<file path="src/core/tac_pkg.sv">
// Constants for the conversion control, alarm and serial port block.
// Assumes one 10 MHz system clock; all timing counts derive from it.
package tac_pkg;

  // ---------------------------------------------------------------
  // Clock and conversion timing
  // ---------------------------------------------------------------
  localparam int CLK_PERIOD_NS = 100;
  localparam int CONV_TEMP_NS = 27000;
  localparam int CONV_INPUT_NS = 9000;
  // Fixed durations round down, never below one cycle
  localparam int CONV_TEMP_CYC = (CONV_TEMP_NS / CLK_PERIOD_NS < 1) ? 1 :
                                 CONV_TEMP_NS / CLK_PERIOD_NS;
  localparam int CONV_INPUT_CYC = (CONV_INPUT_NS / CLK_PERIOD_NS < 1) ? 1 :
                                  CONV_INPUT_NS / CLK_PERIOD_NS;
  localparam int CONV_CNT_W = 9;

  // ---------------------------------------------------------------
  // Data widths and field layout
  // ---------------------------------------------------------------
  localparam int RESULT_W = 10;
  localparam int BYTE_W = 8;
  localparam int CHAN_W = 3;
  localparam int BIT_CNT_W = 4;
  localparam int CTRL_HI_MSB = 7;
  localparam int CTRL_HI_LSB = 3;
  localparam int ALARM_MSB = 9;
  localparam int ALARM_LSB = 2;

  // ---------------------------------------------------------------
  // Reset values and channel codes
  // ---------------------------------------------------------------
  localparam logic [CHAN_W-1:0] CHAN_TEMP = 3'h0;
  localparam logic [CHAN_W-1:0] CHAN_RESET = 3'h0;
  localparam logic [BYTE_W-1:0] THRESH_RESET = 8'h99;
  localparam logic [RESULT_W-1:0] RESULT_RESET = 10'h000;

  typedef enum logic [0:0] {
    TAC_IDLE = 1'b0,
    TAC_CONVERT = 1'b1
  } tac_conv_state_t;

endpackage

</file>
<file path="src/core/tac_top.sv">
// Conversion control, over-temperature alarm and three-wire serial port.
// Assumes pin inputs are asynchronous to clk and the analog converter
// presents its code on sample_code in the clk domain when a conversion ends.
//
// Summary of operation
// - A falling edge of convert_start_n while idle starts one 10-bit conversion.
// - That falling edge switches the track/hold stage into hold.
// - Completion of the conversion puts the track/hold back into track.
// - convert_start_n is sampled at conversion end; low means power-down.
// - A temperature result above alarm_threshold_reg pulls over_temp_alarm_n low.
// - A rising edge of the read/write select releases the alarm high.
// - Data goes out on falling serial clock edges and comes in on rising ones.
// - One shared data pin carries both directions.
// - The channel address register chooses which input is converted.
// - A written byte with its five top bits zero loads the channel, else the threshold.
// - The alarm compares the top eight result bits with the threshold.
// - A temperature conversion finishes 27 us after the start edge.
module tac_top
  import tac_pkg::*;
(
  input wire logic clk,
  input wire logic rst_n,
  input wire logic convert_start_n,
  input wire logic sclk,
  input wire logic rd_wr_sel,
  input wire logic data_in,
  output logic data_out,
  output logic data_oe,
  output logic over_temp_alarm_n,
  output logic track_hold,
  output logic power_down,
  output logic conv_active,
  output logic [tac_pkg::CHAN_W-1:0] channel_addr,
  output logic [tac_pkg::BYTE_W-1:0] alarm_threshold_reg,
  output logic [tac_pkg::RESULT_W-1:0] conv_result,
  input wire logic [tac_pkg::RESULT_W-1:0] sample_code
);
  import tac_pkg::*;

  // ---------------------------------------------------------------
  // Input synchronisers and edge detection
  // ---------------------------------------------------------------
  // Order: 3 convert_start_n, 2 sclk, 1 rd_wr, 0 data
  logic [3:0] sync_a;
  logic [3:0] sync_b;
  logic [3:0] sync_prev;

  always_ff @(posedge clk) begin
    if (!rst_n) begin
      sync_a <= 4'hF;
      sync_b <= 4'hF;
      sync_prev <= 4'hF;
    end else begin
      sync_a <= {convert_start_n, sclk, rd_wr_sel, data_in};
      sync_b <= sync_a;
      sync_prev <= sync_b;
    end
  end

  logic cs_fall;
  logic cs_rise;
  logic sclk_rise;
  logic sclk_fall;
  logic rw_rise;
  logic rw_fall;
  assign cs_fall = sync_prev[3] & ~sync_b[3];
  assign cs_rise = ~sync_prev[3] & sync_b[3];
  assign sclk_rise = ~sync_prev[2] & sync_b[2];
  assign sclk_fall = sync_prev[2] & ~sync_b[2];
  assign rw_rise = ~sync_prev[1] & sync_b[1];
  assign rw_fall = sync_prev[1] & ~sync_b[1];

  function automatic logic [CONV_CNT_W-1:0] conv_len(input logic [CHAN_W-1:0] ch);
    if (ch == CHAN_TEMP)
      return CONV_CNT_W'(CONV_TEMP_CYC);
    return CONV_CNT_W'(CONV_INPUT_CYC);
  endfunction

  // ---------------------------------------------------------------
  // Conversion control and alarm
  // ---------------------------------------------------------------
  tac_conv_state_t state;
  tac_conv_state_t next_state;
  logic [CONV_CNT_W-1:0] conv_cnt;
  logic [CONV_CNT_W-1:0] next_conv_cnt;
  logic [CHAN_W-1:0] conv_chan;
  logic [CHAN_W-1:0] next_conv_chan;
  logic next_track_hold;
  logic next_power_down;
  logic next_alarm_n;
  logic [RESULT_W-1:0] next_result;
  logic conv_done;

  always_comb begin
    next_state = state;
    next_conv_cnt = conv_cnt;
    next_conv_chan = conv_chan;
    next_track_hold = track_hold;
    next_power_down = power_down;
    next_alarm_n = over_temp_alarm_n;
    next_result = conv_result;
    conv_done = 1'b0;
    // Release first so that a same-cycle alarm set below wins
    if (rw_rise)
      next_alarm_n = 1'b1;
    // Wake from power-down once the host lets convert_start_n go high
    if (cs_rise && state == TAC_IDLE)
      next_power_down = 1'b0;
    case (state)
      TAC_IDLE: begin
        if (cs_fall) begin
          next_state = TAC_CONVERT;
          next_track_hold = 1'b1;
          next_power_down = 1'b0;
          next_conv_chan = channel_addr;
          next_conv_cnt = conv_len(channel_addr) - CONV_CNT_W'(1);
        end
      end
      TAC_CONVERT: begin
        // Edges on convert_start_n during a conversion are ignored
        if (conv_cnt == '0) begin
          conv_done = 1'b1;
          next_state = TAC_IDLE;
          next_track_hold = 1'b0;
          next_result = sample_code;
          next_power_down = ~sync_b[3];
          if (conv_chan == CHAN_TEMP) begin
            if (sample_code[ALARM_MSB:ALARM_LSB] > alarm_threshold_reg)
              next_alarm_n = 1'b0;
            else if (sample_code[ALARM_MSB:ALARM_LSB] < alarm_threshold_reg)
              next_alarm_n = 1'b1;
          end
        end else begin
          next_conv_cnt = conv_cnt - CONV_CNT_W'(1);
        end
      end
      default: begin
        next_state = TAC_IDLE;
        next_track_hold = 1'b0;
      end
    endcase
  end

  always_ff @(posedge clk) begin
    if (!rst_n) begin
      state <= TAC_IDLE;
      conv_cnt <= '0;
      conv_chan <= CHAN_RESET;
      track_hold <= 1'b0;
      power_down <= 1'b0;
      over_temp_alarm_n <= 1'b1;
      conv_result <= RESULT_RESET;
      conv_active <= 1'b0;
    end else begin
      state <= next_state;
      conv_cnt <= next_conv_cnt;
      conv_chan <= next_conv_chan;
      track_hold <= next_track_hold;
      power_down <= next_power_down;
      over_temp_alarm_n <= next_alarm_n;
      conv_result <= next_result;
      conv_active <= (next_state == TAC_CONVERT);
    end
  end

  // ---------------------------------------------------------------
  // Serial port
  // ---------------------------------------------------------------
  // Reads shift the last stored result, or the new one if the read starts in
  // the cycle a conversion ends; a conversion end during a read keeps the older word.
  logic [RESULT_W-1:0] out_shift;
  logic [RESULT_W-1:0] next_out_shift;
  logic [BYTE_W-1:0] in_shift;
  logic [BYTE_W-1:0] next_in_shift;
  logic [BIT_CNT_W-1:0] bit_cnt;
  logic [BIT_CNT_W-1:0] next_bit_cnt;
  logic [CHAN_W-1:0] next_channel;
  logic [BYTE_W-1:0] next_thresh;
  logic next_data_out;
  logic next_data_oe;
  logic [BYTE_W-1:0] byte_now;

  always_comb begin
    next_out_shift = out_shift;
    next_in_shift = in_shift;
    next_bit_cnt = bit_cnt;
    next_channel = channel_addr;
    next_thresh = alarm_threshold_reg;
    next_data_oe = sync_b[1];
    next_data_out = data_out;
    byte_now = {in_shift[BYTE_W-2:0], sync_b[0]};
    if (rw_rise) begin
      next_out_shift = conv_done ? next_result : conv_result;
      next_data_out = next_out_shift[RESULT_W-1];
      next_bit_cnt = '0;
    end else if (rw_fall) begin
      next_bit_cnt = '0;
      next_data_out = 1'b0;
    end else if (sync_b[1]) begin
      if (sclk_fall) begin
        next_out_shift = {out_shift[RESULT_W-2:0], 1'b0};
        next_data_out = out_shift[RESULT_W-2];
      end
    end else if (sclk_rise) begin
      next_in_shift = byte_now;
      if (bit_cnt == BIT_CNT_W'(BYTE_W - 1)) begin
        next_bit_cnt = '0;
        if (byte_now[CTRL_HI_MSB:CTRL_HI_LSB] == '0)
          next_channel = byte_now[CHAN_W-1:0];
        else
          next_thresh = byte_now;
      end else begin
        next_bit_cnt = bit_cnt + BIT_CNT_W'(1);
      end
    end
  end

  always_ff @(posedge clk) begin
    if (!rst_n) begin
      out_shift <= RESULT_RESET;
      in_shift <= '0;
      bit_cnt <= '0;
      channel_addr <= CHAN_RESET;
      alarm_threshold_reg <= THRESH_RESET;
      data_out <= 1'b0;
      data_oe <= 1'b0;
    end else begin
      out_shift <= next_out_shift;
      in_shift <= next_in_shift;
      bit_cnt <= next_bit_cnt;
      channel_addr <= next_channel;
      alarm_threshold_reg <= next_thresh;
      data_out <= next_data_out;
      data_oe <= next_data_oe;
    end
  end

endmodule

</file>
<file path="config.mk">
export PLATFORM = sky130hd
export DESIGN_NAME = tac_top
export DESIGN_NICKNAME = d
export VERILOG_FILES = /design/src/core/tac_pkg.sv /design/src/core/tac_top.sv
export SDC_FILE = /design/constraint.sdc
export NUM_CORES = 1
export LEC_CHECK = 0
export ABC_AREA = 1
export BUFFER_PORTS_ARGS = -buffer_cell sky130_fd_sc_hd__buf_2
export CAP_MARGIN = 0
export CORE_UTILIZATION = 50
export DETAILED_ROUTE_END_ITERATION = 16
export GPL_TIMING_DRIVEN = 0
export PLACE_DENSITY = 0.73
export SYNTH_ARGS = -nofsm -noshare
export SYNTH_HDL_FRONTEND = slang
export SYNTH_SLANG_ARGS = --single-unit
</file>
<file path="constraint.sdc">
create_clock -name clk -period 1.6 [get_ports clk]
set_clock_uncertainty 0.1 [all_clocks]
set_input_delay 0.08 -clock clk [delete_from_list [all_inputs] [get_ports clk]]
set_output_delay 0.08 -clock clk [all_outputs]
set_load 0.05 [all_outputs]
</file>
==> flow_summary_export.csv <==
group,metric,value,unit
global_routing,grtUsageTotal,23.3,%
worst_setup_path,path_cells,"buf_8, buf_8, nand2_4, ha_4, buf_4, buf_4, xor2_1, nor2_1, nor2_1",
clock_network,path_clk_slew,0.07,ns
sta,max_slew_margin,65.2,%
sta,fin_ws,-0.000659,ns
run,maxCapViolations,0,
synth,synth_area,3320,µm²
worst_setup_path,r2r_slack,-0.0007,ns
sta,final.period_utilization,100,%
sta,rsz0062_at_grt,"yes",
place,dp.cells,557,
synth,ys_warn_count,0,
place,place_hpwl,5530,µm
floorplan,die_x,83.4,µm
pwr,finalPower,0.00393,W
synth,ys.flop_type,"dfxtp_1",
final_layout,final_common_cell,"nand2_1",
final_layout,mostFrequentLayoutCells,"nand2_1, inv_1, dfxtp_1, buf_2, nor2_1",
floorplan,rows,29,
synth,syn-instance-count,438,
global_routing,grt_start_max_net_pins,11,
global_routing,grt_pass1_vias,2708,
routing,wl_per_cell,13.7,µm
sta,tightest_slew,0.521,ns
place,io_buffers,42,
worst_setup_path,critPathArrivalTime,1.75,ns
worst_setup_path,crit_fanout,5,
synth,synthAdderAreaFrac,4.53,%
worst_setup_path,crit_required,1.75,ns
clock_network,clkLatencyLatePin,0.36,ns
routing,drt_first_iter_violations,157,
sta,finalCriticalPeriod,1.60,ns
sta,fin_setup_tns,-0.000659,ns
routing,detail-route-antenna-nets,0,
routing,firstDrtPassIters,7,
pwr,p_leak,1.89,nW
floorplan,initial_utilization,51.9,%
synth,synth_edf_count,0,
clock_network,cts_made_buffers,9,
pwr,ir_worst_vdd,0.591,mV
synth,syn_area_per_cell,7.57,µm²
floorplan,ioPinCount,43,
global_routing,grt_pass1_wl,12800,µm
sta,slew_viol_final,0,
routing,drc,0,
routing,vias_per_cell,5.17,
outcome,violations,"negative setup slack",
floorplan,core_area,6390,µm²
synth,ys_seq_area_share,42.3,%
synth,synth.distinct_cells,35,
synth,synth_xor_area_share,1.32,%
worst_hold_path,worst_hold_path_type,"in -> reg",
routing,postRouteWirelength,8030,µm
final_layout,final-instance-count-excl-fill,588,
worst_setup_path,endpoint_kind,"flip-flop",
synth,synthMuxAreaShare,0,%
sta,fmaxAchievable,0.625,GHz
sta,setup_viol,1,
final_layout,fin_nets,536,
final_layout,syn_to_final_growth,25.7,%
synth,yosys.area_share.simple,28.3,%
worst_setup_path,start_kind,"flip-flop",
pwr,powerDensity,943,nW/µm²
final_layout,reg_top3,"conv_result (10), conv_cnt (9), out_shift (9)",
final_layout,regMostFlops,"conv_result",
floorplan,die-area,6960,µm²
clock_network,clock_path_buffers,2,
floorplan,dieHeight,83.4,µm
synth,syn_nets,466,
synth,synth_top_family_by_area,"simple AND/OR/NAND/NOR gates",
final_layout,drive_gt1_share,30.1,%
synth,ys_seq_elements,70,
routing,vias,3038,
synth,synth-compound-area-share,13.4,%
place,gp_congestion,0.873,
clock_network,clock-sinks,70,
clock_network,htree_levels,3,
clock_network,cts_tree,"yes",
outcome,status,"finished, violations left",
worst_setup_path,crit_type,"reg -> reg",
final_layout,num-fill-cells,556,
global_routing,antenna_found_initial,0,
clock_network,cts_root_buf,"clkbuf_8",
global_routing,grt_overflow_total,0,
synth,ys_async_sr_fraction,0,%
worst_setup_path,critPathSlowestCell,"dfxtp_4",
worst_setup_path,worst_path_largest_cell_delay,0.38,ns
sta,hold_viol,0,
final_layout,diodes,0,
final_layout,largest_reg_flops,10,
==> critical path: cells and delay by family, from the launching register on <==
kind                       cells  cell delay, ns
buffers and inverters          4            0.46
DFF                            1            0.38
and+or+nand+nor                3            0.22
adders and majority gates      1            0.17
xor gates and xnor gates       1            0.15
==> layer usage <==
metal,GRT usage (%),wire length (µm),up-vias
li1,-,-,1550
met4,10.3,159,0
met5,0,0,-
met3,3.88,346,15
met1,30.6,3720,1392
met2,37.9,3810,81
==> layout make-up <==
cell class / count / area [µm²] / area share [%]
plain buffers: 14 / 115 / 2.76
clock buffers: 13 / 159 / 3.81
clock inverters: 1 / 30.0 / 0.720
inverters: 68 / 260 / 6.24
multi-input cells: 287 / 1720 / 41.4
flip-flops and latches: 70 / 1420 / 34.1
well taps: 77 / 96.3 / 2.31
repair buffers: 58 / 364 / 8.73
==> Yosys cell counts, types with 6 or more instances <==
cell type | count | share of area (%)
nand2_1 | 76 | 8.6
dfxtp_1 | 70 | 42
inv_1 | 61 | 6.9
nor2_1 | 45 | 5.1
a21oi_1 | 33 | 5.0
o21ai_0 | 26 | 3.9
nand3_1 | 21 | 3.2
nand4_1 | 13 | 2.5
ha_1 | 12 | 4.5
or2_2 | 9 | 1.7
nand3_2 | 7 | 2.1
a21oi_2 | 6 | 1.6
clkbuf_1 | 6 | 0.68
inv_2 | 6 | 0.68
nand2_4 | 6 | 2.0
==> final timing paths <==
check,cells past startpoint,endpoint,startpoint
max,9,conv_cnt[2]$_SDFFE_PN0P_,state$_SDFF_PN0_
min,3,state$_SDFF_PN0_,rst_n
max reg2reg,9,conv_cnt[2]$_SDFFE_PN0P_,state$_SDFF_PN0_
min reg2reg,1,sync_b[3]$_SDFF_PN1_,sync_a[3]$_SDFF_PN1_
==> metrics by stage <==
stage	hold slack, ns	utilization (%)	instance area, µm²	worst slack, ns
after floorplan	0.0866	-	3360	0.00150
after global placement	0.165	57.4	3670	-0.173
after detailed placement	0.169	57.4	3670	-0.206
after CTS	0.000334	62.5	3990	-0.00136
after global routing	0.0416	65.3	4170	-0.0791
final	0.0158	65.3	4170	-0.000659
==> where the power goes <==
| group | switching, W | leakage (nW) | internal (W) |
|---|---|---|---|
| Clock | 0.000631 | 0.0956 | 0.000790 |
| Sequential | 0.0000481 | 0.573 | 0.00182 |
| Combinational | 0.000407 | 1.23 | 0.000240 |
==> cell families after synthesis <==
logic type | count (synthesis)
xor+xnor | 5
flops | 70
buf+inv | 82
simple gates | 190
compound gates | 79
fa+ha+maj | 12
==> what timing repair did <==
action,in CTS,in global routing
gates resized for setup,15,38
hold buffers,5,0
hold endpoints to repair,6,0
buffers inserted,5,5
setup endpoints to repair,21,38
pin swaps,4,16
cloned,0,2
No activity file was read; power rests on OpenSTA's default activity.
